<file path="config.mk">
export PLATFORM = sky130hd
export DESIGN_NAME = bbr_remapper
export DESIGN_NICKNAME = d
export VERILOG_FILES = /design/src/core/bbr_pkg.sv /design/src/core/bbr_bit_lane.sv /design/src/core/bbr_remapper.sv
export VERILOG_INCLUDE_DIRS = /design/src /design/src/core
export SDC_FILE = /design/constraint.sdc
export NUM_CORES = 1
export LEC_CHECK = 0
export BUFFER_PORTS_ARGS = -buffer_cell sky130_fd_sc_hd__buf_2
export CORE_MARGIN = 2
export CORE_UTILIZATION = 55
export CTS_CLUSTER_SIZE = 16
export DETAILED_ROUTE_END_ITERATION = 8
export PLACE_DENSITY = 0.86
export SLEW_MARGIN = 15
export SYNTH_ARGS = -nofsm -noshare
export SYNTH_HDL_FRONTEND = slang
export SYNTH_HIERARCHICAL = 1
export SYNTH_SLANG_ARGS = --single-unit
</file>
<file path="constraint.sdc">
create_clock -name SYS_CLK -period 3.7 [get_ports SYS_CLK]
set_clock_uncertainty 0.05 [all_clocks]
set_input_delay 0.74 -clock SYS_CLK [delete_from_list [all_inputs] [get_ports SYS_CLK]]
set_output_delay 0.74 -clock SYS_CLK [all_outputs]
set_load 0.1 [all_outputs]
</file>
<file path="src/core/bbr_params.svh">
// constants for the bit-band alias remapper
// Operation
// - bit-band regions sit in lowest 64 KB of SRAM and lowest 1 MB of peripheral space, each with alias.
// - direct SRAM bit-band accesses 0x2000.0000-0x2000.FFFF behave as ordinary SRAM accesses.
// - data accesses to SRAM alias 0x2200.0000-0x221F.FFFF go to the bit-band location.
// - instruction fetches to the SRAM alias range are passed on unremapped.
// - direct peripheral bit-band accesses 0x4000.0000-0x400F.FFFF behave as ordinary peripheral accesses.
// - peripheral alias data accesses remap; fetches there are refused with an error.
// - alias write becomes read of the location, single-bit update, then write back.
// - alias offset equals byte offset times 32 plus bit number times 4.
// - alias address bits select one of eight bits, 0 to 7, in the byte.
// - underlying access keeps the alias access size: word, halfword or byte.
// - written bit 0 sets or clears the targeted bit-band bit.
// - written data bits 31 down to 1 are ignored.
// - alias read returns 0x0000.0000 or 0x0000.0001 from the targeted bit.
// - little-endian lanes: byte offset selects the data lane that is modified.
`ifndef BBR_PARAMS_SVH
`define BBR_PARAMS_SVH

// region bounds
`define BBR_SRAM_BB_BASE  32'h2000_0000
`define BBR_SRAM_BB_END   32'h2000_FFFF
`define BBR_SRAM_AL_BASE  32'h2200_0000
`define BBR_SRAM_AL_END   32'h221F_FFFF
`define BBR_PER_BB_BASE   32'h4000_0000
`define BBR_PER_BB_END    32'h400F_FFFF
`define BBR_PER_AL_BASE   32'h4200_0000
`define BBR_PER_AL_END    32'h43FF_FFFF

// alias decode: offset = byte*32 + bit*4
`define BBR_BYTE_SHIFT    5
`define BBR_BIT_LSB       2
`define BBR_BIT_MSB       4
`define BBR_BYTE_OFS_W    20

// access size codes
`define BBR_SIZE_BYTE     2'h0
`define BBR_SIZE_HALF     2'h1
`define BBR_SIZE_WORD     2'h2

`endif

</file>
<file path="src/core/bbr_pkg.sv">
// types for the bit-band alias remapper
package bbr_pkg;
  typedef enum logic [1:0] {
    BBR_IDLE   = 2'b00,
    BBR_PASS   = 2'b01,
    BBR_RMW_RD = 2'b10,
    BBR_RMW_WR = 2'b11
  } bbr_state_e;
endpackage

</file>
<file path="src/core/bbr_bit_lane.sv">
// single-bit extract and merge on a little-endian data word
`timescale 1ns/1ns
module bbr_bit_lane (
  // word and bit position
  input  wire logic [31:0] word_in,
  input  wire logic [1:0]  lane,
  input  wire logic [2:0]  bit_sel,
  input  wire logic        set_val,
  // results
  output logic             bit_out,
  output logic [31:0]      merged
);
  logic [4:0] idx;

  // lane n carries byte address n, so lane*8 + bit is the word bit
  always_comb begin
    idx     = {lane, bit_sel};
    bit_out = word_in[idx];
    merged  = word_in;
    merged[idx] = set_val;
  end
endmodule

</file>
<file path="src/core/bbr_remapper.sv">
// bit-band alias remapper between the data bus master and memory
`timescale 1ns/1ns
`include "bbr_params.svh"
module bbr_remapper (
  // clock and reset
  input  wire logic        SYS_CLK,
  input  wire logic        RESET_N,
  // upstream request (one-cycle pulse, attributes valid with it)
  input  wire logic        UP_REQ,
  input  wire logic [31:0] UP_ADDR,
  input  wire logic [1:0]  UP_SIZE,
  input  wire logic        UP_WRITE,
  input  wire logic        UP_FETCH,
  input  wire logic [31:0] UP_WDATA,
  // upstream answer
  output logic             UP_DONE,
  output logic             UP_ERROR,
  output logic [31:0]      UP_RDATA,
  output logic             UP_BUSY,
  // downstream request
  output logic             DN_REQ,
  output logic [31:0]      DN_ADDR,
  output logic [1:0]       DN_SIZE,
  output logic             DN_WRITE,
  output logic [31:0]      DN_WDATA,
  output logic             DN_LOCK,
  // downstream answer
  input  wire logic        DN_DONE,
  input  wire logic        DN_ERROR,
  input  wire logic [31:0] DN_RDATA
);
  // address in [lo, hi]
  function automatic logic in_range(input logic [31:0] a, input logic [31:0] lo, input logic [31:0] hi);
    in_range = (a >= lo) && (a <= hi);
  endfunction

  // bit-band address of an alias word, aligned down to the access size
  function automatic logic [31:0] bb_target(input logic [31:0] a, input logic [31:0] al_base,
                                            input logic [31:0] bb_base, input logic [1:0] size);
    logic [31:0] ofs;
    logic [31:0] t;
    ofs = a - al_base;
    t   = bb_base + {12'h000, ofs[`BBR_BYTE_OFS_W+`BBR_BYTE_SHIFT-1:`BBR_BYTE_SHIFT]};
    case (size)
      `BBR_SIZE_WORD: bb_target = {t[31:2], 2'h0};
      `BBR_SIZE_HALF: bb_target = {t[31:1], 1'h0};
      default:        bb_target = t;
    endcase
  endfunction

  bbr_pkg::bbr_state_e state;
  bbr_pkg::bbr_state_e next_state;
  logic        alias_rd;
  logic        next_alias_rd;
  logic [1:0]  lane;
  logic [1:0]  next_lane;
  logic [2:0]  bit_sel;
  logic [2:0]  next_bit_sel;
  logic        set_val;
  logic        next_set_val;
  logic        next_up_done;
  logic        next_up_error;
  logic [31:0] next_up_rdata;
  logic        next_up_busy;
  logic        next_dn_req;
  logic [31:0] next_dn_addr;
  logic [1:0]  next_dn_size;
  logic        next_dn_write;
  logic [31:0] next_dn_wdata;
  logic        next_dn_lock;
  logic        in_sram_al;
  logic        in_per_al;
  logic        bit_now;
  logic [31:0] merged_now;
  logic [31:0] al_target;

  // decode of the incoming address
  always_comb begin
    in_sram_al = in_range(UP_ADDR, `BBR_SRAM_AL_BASE, `BBR_SRAM_AL_END);
    in_per_al  = in_range(UP_ADDR, `BBR_PER_AL_BASE, `BBR_PER_AL_END);
    al_target  = in_per_al ? bb_target(UP_ADDR, `BBR_PER_AL_BASE, `BBR_PER_BB_BASE, UP_SIZE)
                           : bb_target(UP_ADDR, `BBR_SRAM_AL_BASE, `BBR_SRAM_BB_BASE, UP_SIZE);
  end

  // bit pick and merge on returned memory data
  bbr_bit_lane i_bbr_bit_lane (
    .word_in (DN_RDATA),
    .lane    (lane),
    .bit_sel (bit_sel),
    .set_val (set_val),
    .bit_out (bit_now),
    .merged  (merged_now)
  );

  // sequencer next values
  always_comb begin
    next_state    = state;
    next_alias_rd = alias_rd;
    next_lane     = lane;
    next_bit_sel  = bit_sel;
    next_set_val  = set_val;
    next_up_done  = 1'b0;
    next_up_error = UP_ERROR;
    next_up_rdata = UP_RDATA;
    next_up_busy  = UP_BUSY;
    next_dn_req   = 1'b0;
    next_dn_addr  = DN_ADDR;
    next_dn_size  = DN_SIZE;
    next_dn_write = DN_WRITE;
    next_dn_wdata = DN_WDATA;
    next_dn_lock  = DN_LOCK;
    case (state)
      bbr_pkg::BBR_IDLE: begin
        if (UP_REQ) begin
          if (in_per_al && UP_FETCH) begin
            // fetches from the peripheral alias never reach memory
            next_up_done  = 1'b1;
            next_up_error = 1'b1;
            next_up_rdata = 32'h0000_0000;
          end else if ((in_sram_al && !UP_FETCH) || in_per_al) begin
            next_dn_req   = 1'b1;
            next_dn_addr  = al_target;
            next_dn_size  = UP_SIZE;
            next_dn_write = 1'b0;
            next_dn_wdata = 32'h0000_0000;
            // lane from the unaligned byte offset; the aligned target would lose it for word and half
            next_lane     = UP_ADDR[`BBR_BYTE_SHIFT+1:`BBR_BYTE_SHIFT];
            next_bit_sel  = UP_ADDR[`BBR_BIT_MSB:`BBR_BIT_LSB];
            next_set_val  = UP_WDATA[0];
            next_alias_rd = !UP_WRITE;
            next_dn_lock  = UP_WRITE;
            next_up_busy  = 1'b1;
            next_state    = UP_WRITE ? bbr_pkg::BBR_RMW_RD : bbr_pkg::BBR_PASS;
          end else begin
            // plain traffic, sram alias fetches included
            next_dn_req   = 1'b1;
            next_dn_addr  = UP_ADDR;
            next_dn_size  = UP_SIZE;
            next_dn_write = UP_WRITE;
            next_dn_wdata = UP_WDATA;
            next_alias_rd = 1'b0;
            next_dn_lock  = 1'b0;
            next_up_busy  = 1'b1;
            next_state    = bbr_pkg::BBR_PASS;
          end
        end
      end
      bbr_pkg::BBR_PASS: begin
        if (DN_DONE) begin
          next_up_done  = 1'b1;
          next_up_error = DN_ERROR;
          next_up_rdata = alias_rd ? {31'h0000_0000, bit_now} : DN_RDATA;
          next_up_busy  = 1'b0;
          next_state    = bbr_pkg::BBR_IDLE;
        end
      end
      bbr_pkg::BBR_RMW_RD: begin
        if (DN_DONE && DN_ERROR) begin
          // failed read: no write back, lock dropped
          next_up_done  = 1'b1;
          next_up_error = 1'b1;
          next_up_rdata = 32'h0000_0000;
          next_up_busy  = 1'b0;
          next_dn_lock  = 1'b0;
          next_state    = bbr_pkg::BBR_IDLE;
        end else if (DN_DONE) begin
          // write issued next cycle, lock held so nothing slips in
          next_dn_req   = 1'b1;
          next_dn_write = 1'b1;
          next_dn_wdata = merged_now;
          next_state    = bbr_pkg::BBR_RMW_WR;
        end
      end
      bbr_pkg::BBR_RMW_WR: begin
        if (DN_DONE) begin
          next_up_done  = 1'b1;
          next_up_error = DN_ERROR;
          next_up_rdata = 32'h0000_0000;
          next_up_busy  = 1'b0;
          next_dn_lock  = 1'b0;
          next_state    = bbr_pkg::BBR_IDLE;
        end
      end
      default: next_state = bbr_pkg::BBR_IDLE;
    endcase
  end

  // register stage, every output comes from here
  always_ff @(posedge SYS_CLK or negedge RESET_N) begin
    if (!RESET_N) begin
      state    <= bbr_pkg::BBR_IDLE;
      alias_rd <= 1'b0;
      lane     <= 2'h0;
      bit_sel  <= 3'h0;
      set_val  <= 1'b0;
      UP_DONE  <= 1'b0;
      UP_ERROR <= 1'b0;
      UP_RDATA <= 32'h0000_0000;
      UP_BUSY  <= 1'b0;
      DN_REQ   <= 1'b0;
      DN_ADDR  <= 32'h0000_0000;
      DN_SIZE  <= 2'h0;
      DN_WRITE <= 1'b0;
      DN_WDATA <= 32'h0000_0000;
      DN_LOCK  <= 1'b0;
    end else begin
      state    <= next_state;
      alias_rd <= next_alias_rd;
      lane     <= next_lane;
      bit_sel  <= next_bit_sel;
      set_val  <= next_set_val;
      UP_DONE  <= next_up_done;
      UP_ERROR <= next_up_error;
      UP_RDATA <= next_up_rdata;
      UP_BUSY  <= next_up_busy;
      DN_REQ   <= next_dn_req;
      DN_ADDR  <= next_dn_addr;
      DN_SIZE  <= next_dn_size;
      DN_WRITE <= next_dn_write;
      DN_WDATA <= next_dn_wdata;
      DN_LOCK  <= next_dn_lock;
    end
  end

  // checks on the sequencer
  property p_fetch_refused;
    @(posedge SYS_CLK) disable iff (!RESET_N)
    (state == bbr_pkg::BBR_IDLE && UP_REQ && UP_FETCH && in_per_al) |=> (UP_DONE && UP_ERROR && !DN_REQ);
  endproperty
  a_fetch_refused: assert property (p_fetch_refused) else $error("peripheral alias fetch not refused");

  property p_alias_addr;
    @(posedge SYS_CLK) disable iff (!RESET_N)
    (state == bbr_pkg::BBR_IDLE && UP_REQ && in_sram_al && !UP_FETCH)
      |=> (DN_REQ && !DN_WRITE && DN_ADDR == $past(al_target) && DN_SIZE == $past(UP_SIZE));
  endproperty
  a_alias_addr: assert property (p_alias_addr) else $error("sram alias access not remapped");

  property p_fetch_pass;
    @(posedge SYS_CLK) disable iff (!RESET_N)
    (state == bbr_pkg::BBR_IDLE && UP_REQ && in_sram_al && UP_FETCH) |=> (DN_REQ && DN_ADDR == $past(UP_ADDR));
  endproperty
  a_fetch_pass: assert property (p_fetch_pass) else $error("sram alias fetch was remapped");

  property p_pass_through;
    @(posedge SYS_CLK) disable iff (!RESET_N)
    (state == bbr_pkg::BBR_IDLE && UP_REQ && !in_sram_al && !in_per_al)
      |=> (DN_REQ && DN_ADDR == $past(UP_ADDR) && DN_SIZE == $past(UP_SIZE)
           && DN_WRITE == $past(UP_WRITE) && DN_WDATA == $past(UP_WDATA));
  endproperty
  a_pass_through: assert property (p_pass_through) else $error("plain access altered");

  property p_read_value;
    @(posedge SYS_CLK) disable iff (!RESET_N)
    (state == bbr_pkg::BBR_PASS && alias_rd && DN_DONE)
      |=> (UP_DONE && UP_RDATA[31:1] == 31'h0000_0000 && UP_RDATA[0] == $past(bit_now));
  endproperty
  a_read_value: assert property (p_read_value) else $error("alias read value wrong");

  property p_rmw_back;
    @(posedge SYS_CLK) disable iff (!RESET_N)
    (state == bbr_pkg::BBR_RMW_RD && DN_DONE && !DN_ERROR)
      |=> (DN_REQ && DN_WRITE && DN_LOCK && DN_ADDR == $past(DN_ADDR) && DN_SIZE == $past(DN_SIZE));
  endproperty
  a_rmw_back: assert property (p_rmw_back) else $error("write back not issued after read");

  property p_bit_merge;
    @(posedge SYS_CLK) disable iff (!RESET_N)
    (state == bbr_pkg::BBR_RMW_RD && DN_DONE && !DN_ERROR)
      |=> (DN_WDATA[{lane, bit_sel}] == set_val
           && (DN_WDATA ^ $past(DN_RDATA)) == (32'h0000_0001 << {lane, bit_sel}) * ($past(bit_now) ^ set_val));
  endproperty
  a_bit_merge: assert property (p_bit_merge) else $error("bit merge touched wrong bits");

  property p_lock_span;
    @(posedge SYS_CLK) disable iff (!RESET_N)
    (state == bbr_pkg::BBR_IDLE && UP_REQ && UP_WRITE && !UP_FETCH && (in_sram_al || in_per_al))
      |=> DN_LOCK throughout (state != bbr_pkg::BBR_IDLE)[*2];
  endproperty
  a_lock_span: assert property (p_lock_span) else $error("lock dropped inside update");

  // a refused fetch taken in the done cycle answers at once, so only a quiet done cycle must end
  property p_done_pulse;
    @(posedge SYS_CLK) disable iff (!RESET_N)
    (UP_DONE && !UP_REQ) |=> !UP_DONE;
  endproperty
  a_done_pulse: assert property (p_done_pulse) else $error("done longer than one cycle");

  property p_per_remap;
    @(posedge SYS_CLK) disable iff (!RESET_N)
    (state == bbr_pkg::BBR_IDLE && UP_REQ && in_per_al && !UP_FETCH)
      |=> (DN_REQ && !DN_WRITE && DN_ADDR == $past(al_target) && DN_SIZE == $past(UP_SIZE)
           && DN_LOCK == $past(UP_WRITE));
  endproperty
  a_per_remap: assert property (p_per_remap) else $error("peripheral alias access not remapped");
endmodule

</file>
After elaboration in Yosys (flattened, before gate mapping)
Index checks and enable logic that the tools add are counted.
{"block": "classes", "bitwise_logic": 1, "order_cmp": 6, "n_eq_ne": 15, "reduce_logical": 21, "mux": 60, "n_addsub": 4}
{"op": "$mux 32", "n": 13}
{"op": "$pmux 32 s4", "n": 1}
{"op": "$pmux 32 s2", "n": 1}
{"op": "$sub 25x1->25 const B", "n": 2}
{"op": "$add 31x20->32 const A", "n": 1}
{"op": "$bwmux 32", "n": 1}
{"op": "$ge 32x30->1 const B", "n": 1}
{"op": "$ge 32x31->1 const B", "n": 1}
{"op": "$le 32x30->1 const B", "n": 1}
{"op": "$le 32x31->1 const B", "n": 1}
{"op": "$add 30x20->31 const A", "n": 1}
{"op": "$mux 1", "n": 26}
{"op": "$ne 2x2->1 const B", "n": 8}
{"op": "$reduce_and 4->1", "n": 4}
{"op": "$reduce_and 5->1", "n": 3}
{"op": "$mux 2", "n": 7}
{"op": "$pmux 1 s3", "n": 4}
{"op": "$pmux 2 s2", "n": 2}
{"op": "$eq 2x2->1 const B", "n": 3}
{"op": "$logic_and 1x1->1", "n": 6}
{"op": "$lt 5x6->1 const B", "n": 1}
{"op": "$pmux 2 s3", "n": 1}
{"op": "$bmux 1 s5", "n": 1}
{"op": "$demux 1 s5", "n": 1}
{"op": "other kinds (13)", "n": 16}
{"block": "word_totals", "ff_bits": 113, "elab_cells": 122}

Logic depth before layout (Yosys ltp)
{"block": "depth", "depth_word": 8, "ltp_mapped": 9, "mapped_depth_nobuf": 7}

Hierarchy
Netlist, hierarchy kept.
{"mod": "bbr_remapper", "area_per_inst_um2": 5382.7, "instances": 1, "cells_per_inst": 565, "seq_area_each_um2": 2827.7}
{"mod": "bbr_bit_lane", "area_per_inst_um2": 909.6, "instances": 1, "cells_per_inst": 123, "seq_area_each_um2": 0.0}

Least setup slack after synthesis
Ideal clock, no wire load.
{"block": "synth_timing", "path_type": "in2reg", "start": "in UP_REQ", "end": "reg bit_sel[0]", "cell_stages": 6, "path_slack_ns": 1.402, "n_path_buf": 2, "t_arrival_ns": 2.124, "path_cell_list": "or3b_1 > buf_6 > a21o_1 > buf_6 > nor3_4 > mux2_2"}
{"block": "synth_between", "elab_chain_cells": 1}
{"item": "start, declared", "line": "bbr_remapper.sv:9", "text": "input wire logic UP_REQ,"}
{"item": "$reduce_and 4->1 (no source line)"}
{"item": "end signal, assigned", "line": "bbr_remapper.sv:210", "text": "bit_sel <= next_bit_sel;"}
{"item": "end, declared", "line": "bbr_remapper.sv:57", "text": "logic [2:0] bit_sel;"}
No other way between the ends.
A chain may end at the register's enable or synchronous reset.

Worst setup path after layout
{"block": "layout_timing", "start": "reg bit_sel[0]", "end": "reg UP_RDATA[0]"}
{"block": "layout_between", "elab_chain_cells": 5}
{"item": "$bmux 1 s5", "line": "bbr_bit_lane.sv:18", "text": "bit_out = word_in[idx];"}
{"item": "$mux 1 (implied by the code)", "line": "bbr_bit_lane.sv:18"}
{"item": "named net bit_now", "line": "bbr_remapper.sv:73", "text": "logic bit_now;"}
{"item": "$mux 32", "line": "bbr_remapper.sv:152", "text": "next_up_rdata = alias_rd ? {31'h0000_0000, bit_now} : DN_RDATA;"}
{"item": "$mux 32", "line": "bbr_remapper.sv:149", "text": "if (DN_DONE) begin"}
{"item": "$pmux 32 s4", "line": "bbr_remapper.sv:112", "text": "case (state)"}
{"item": "end signal, assigned", "line": "bbr_remapper.sv:214", "text": "UP_RDATA <= next_up_rdata;"}
{"item": "end, declared", "line": "bbr_remapper.sv:18", "text": "output logic [31:0] UP_RDATA,"}
The timed path passes the listed nets, and every way through them passes these cells. The select of a mux whose other input is x is not followed.

==> results.ini <==
[floorplan]
die_area_um2=12310
start_util_pct=55.82
die_h_um=111.0
die_width_um=111.0
core_um2=11270
pin_count=209
row_count=39

[setup_path]
critPathArrivalTime_ns=2.70
crit_required_ns=3.95
cp-end-kind=register
crit_type=reg -> reg
r2r-start=bit_sel[0]$_DFFE_PN0P_
crit_slowest_cell=dfrtp_1
crit_start=bit_sel[0]$_DFFE_PN0P_
critical_path.max_stage_delay_ns=0.79
start_kind=register
cp_max_fo=17
path_cells=mux4_2, a211oi_1, o211ai_1, mux2i_1, nor2_1, mux2_2

[cts]
clk_path_buf_depth=2
clockRootBuffer=clkbuf_16
clock_sinks=113
clk_pin_slew_ns=0.05
post_cts_buffers=0
cts_resized=0
cts_tree=yes
cts-buffers-inserted=17
cts_max_level=4
worstSkewPairLatency_ns=0.41
hold_buffers=0

[route]
dr_total_vias=6087
firstDrtPassIters=8
avgViaCountPerCell=5.950
drt-total-wl_um=18990
wl_per_cell_um=18.57
drt_iter0_drc=621
drc_errors=2
ant_nets=0

[placed_design]
hpwl_um=13130
place.gp.congestion=0.9295
portBuffers=208

[yosys]
syn_area_um2=6292
synth_cells=688
ys_async_sr_fraction_pct=100.0
syn_nets=794
synth_seq_cells=113
yosysWarningCount=6
synthDistinctLibCells=52
yosysSeqAreaShare_pct=44.94
yosys_most_used_dff=dfrtp_1
avgSynthCellArea_um2=9.146
synth-edff-count=0

[cells_and_area]
drive_gt1_share_pct=34.24
final_net_count=975
final_common_cell=buf_2
final_cell_mix=buf_2, dfrtp_1, nand2_1, a31oi_1
syn_to_final_growth_pct=26.41

[job]
maxCapViolCount=0

[global_route]
grtUsageTotal_pct=31.55
grt_pass1_vias=5967
antenna_found_initial=2
overflow=0
grt_max_degree=69
grt_pass1_wl_um=31000

[timing]
slew_headroom_pct=38.94
max_freq_mhz=407.8
tns_ns=0
worst_pin_slew_ns=0.9158
min_period_ns=2.452
drv_slew=0
post-route-period-util_pct=66.27
rsz0062_at_grt=false
setup_viol=0
finalHoldViolCount=0

[hold_path]
hold_class=in -> async

[run_status]
violations=design-rule violations
status=finished, violations left

## through the flow
stage,utilization [%],worst slack [ns],hold WS [ns],std cells,cell area (um2)
6_report,70.56,1.248,0.3906,1023,7954
5_1_grt,70.54,1.081,0.4477,1022,7951
4_1_cts,70.54,1.239,0.4256,1022,7951
3_5_place_dp,65.28,0.8902,0.4128,993,7358
3_3_place_gp,65.28,1.006,0.4075,993,7358
2_1_floorplan,-,1.402,0.3944,688,6292
## path summary, 6_finish.rpt
path / endpoint / slack, ns / cells after the start
max in group asynchronous: DN_WDATA[24]$_DFFE_PN0P_ / 2.36 / 2
worst max-delay path: UP_RDATA[0]$_DFFE_PN0P_ / 1.25 / 6
min in group SYS_CLK: DN_ADDR[23]$_DFFE_PN0P_ / 0.42 / 2
worst min register to register: DN_ADDR[23]$_DFFE_PN0P_ / 0.42 / 2
worst max register to register: UP_RDATA[0]$_DFFE_PN0P_ / 1.25 / 6
worst min-delay path: UP_RDATA[20]$_DFFE_PN0P_ / 0.39 / 1
## cell usage after synthesis, drive strengths merged, types with 2 or more instances
| library cell | n | area, um2 |
|---|---|---|
| nand3b | 2 | 15.01 |
| buf | 26 | 182.7 |
| clkbuf | 35 | 131.4 |
| o211ai | 35 | 262.8 |
| nor4b | 2 | 17.52 |
| nor3 | 44 | 236.5 |
| mux4 | 3 | 67.56 |
| o21ai | 33 | 165.2 |
| a31oi | 50 | 312.8 |
| o22ai | 4 | 31.28 |
| nor2b | 3 | 18.77 |
| nand3 | 7 | 35.03 |
| or4 | 2 | 15.01 |
| or3b | 4 | 35.04 |
| a21oi | 23 | 118.9 |
| dfrtp | 113 | 2828 |
| a21o | 3 | 22.52 |
| o21a | 2 | 15.01 |
| nor3b | 3 | 27.52 |
| mux2 | 36 | 405.4 |
| nand2b | 4 | 25.02 |
| a2bb2oi | 2 | 17.52 |
| nand2 | 114 | 427.9 |
| inv | 37 | 138.9 |
| mux2i | 42 | 420.4 |
| nor2 | 41 | 153.9 |
## flip-flops by register name, summed over array words and instances, names as in the netlist
register,flops
DN_ADDR,32
DN_LOCK,1
DN_REQ,1
DN_SIZE,2
DN_WDATA,32
DN_WRITE,1
UP_BUSY,1
UP_DONE,1
UP_ERROR,1
UP_RDATA,32
alias_rd,1
bit_sel,3
lane,2
set_val,1
state,2
## kinds of logic after synthesis
family	count (synthesis)	synth area share [%]
simple gates	234	17.00
buf+inv	98	7.198
flops	113	44.94
fa+ha+maj	1	0.1988
mux	81	14.20
compound gates	161	16.46
## routing by layer
layer  GRT usage, %  wire length (um)  vias up
met1          41.39              7670     2907
met4          12.83               586        2
met3          7.873              1604       54
met5              0                13        -
met2          50.47              9118      329
li1               -                 -     2795
## worst max-delay path, delay by kind of cell (launching register included)
kind	cells	cell delay (ns)
flip-flops	1	0.79
AND/OR/NAND/NOR	1	0.06
multiplexers	3	1.01
AO/OA/AOI/OAI	2	0.43
## area by class of cell
type	count	area, um2
diodes	1	2.502
clock buffers	23	488.0
clock inverters	6	105.1
fillers	872	3318
inverters	37	138.9
multi-input cells	477	3044
flip-flops and latches	113	2828
well taps	143	178.9
repair buffers	223	1169
Power is left out: the tool's default activity adds up to more than one toggle a clock period on the data nets, which glitch-free logic cannot reach.
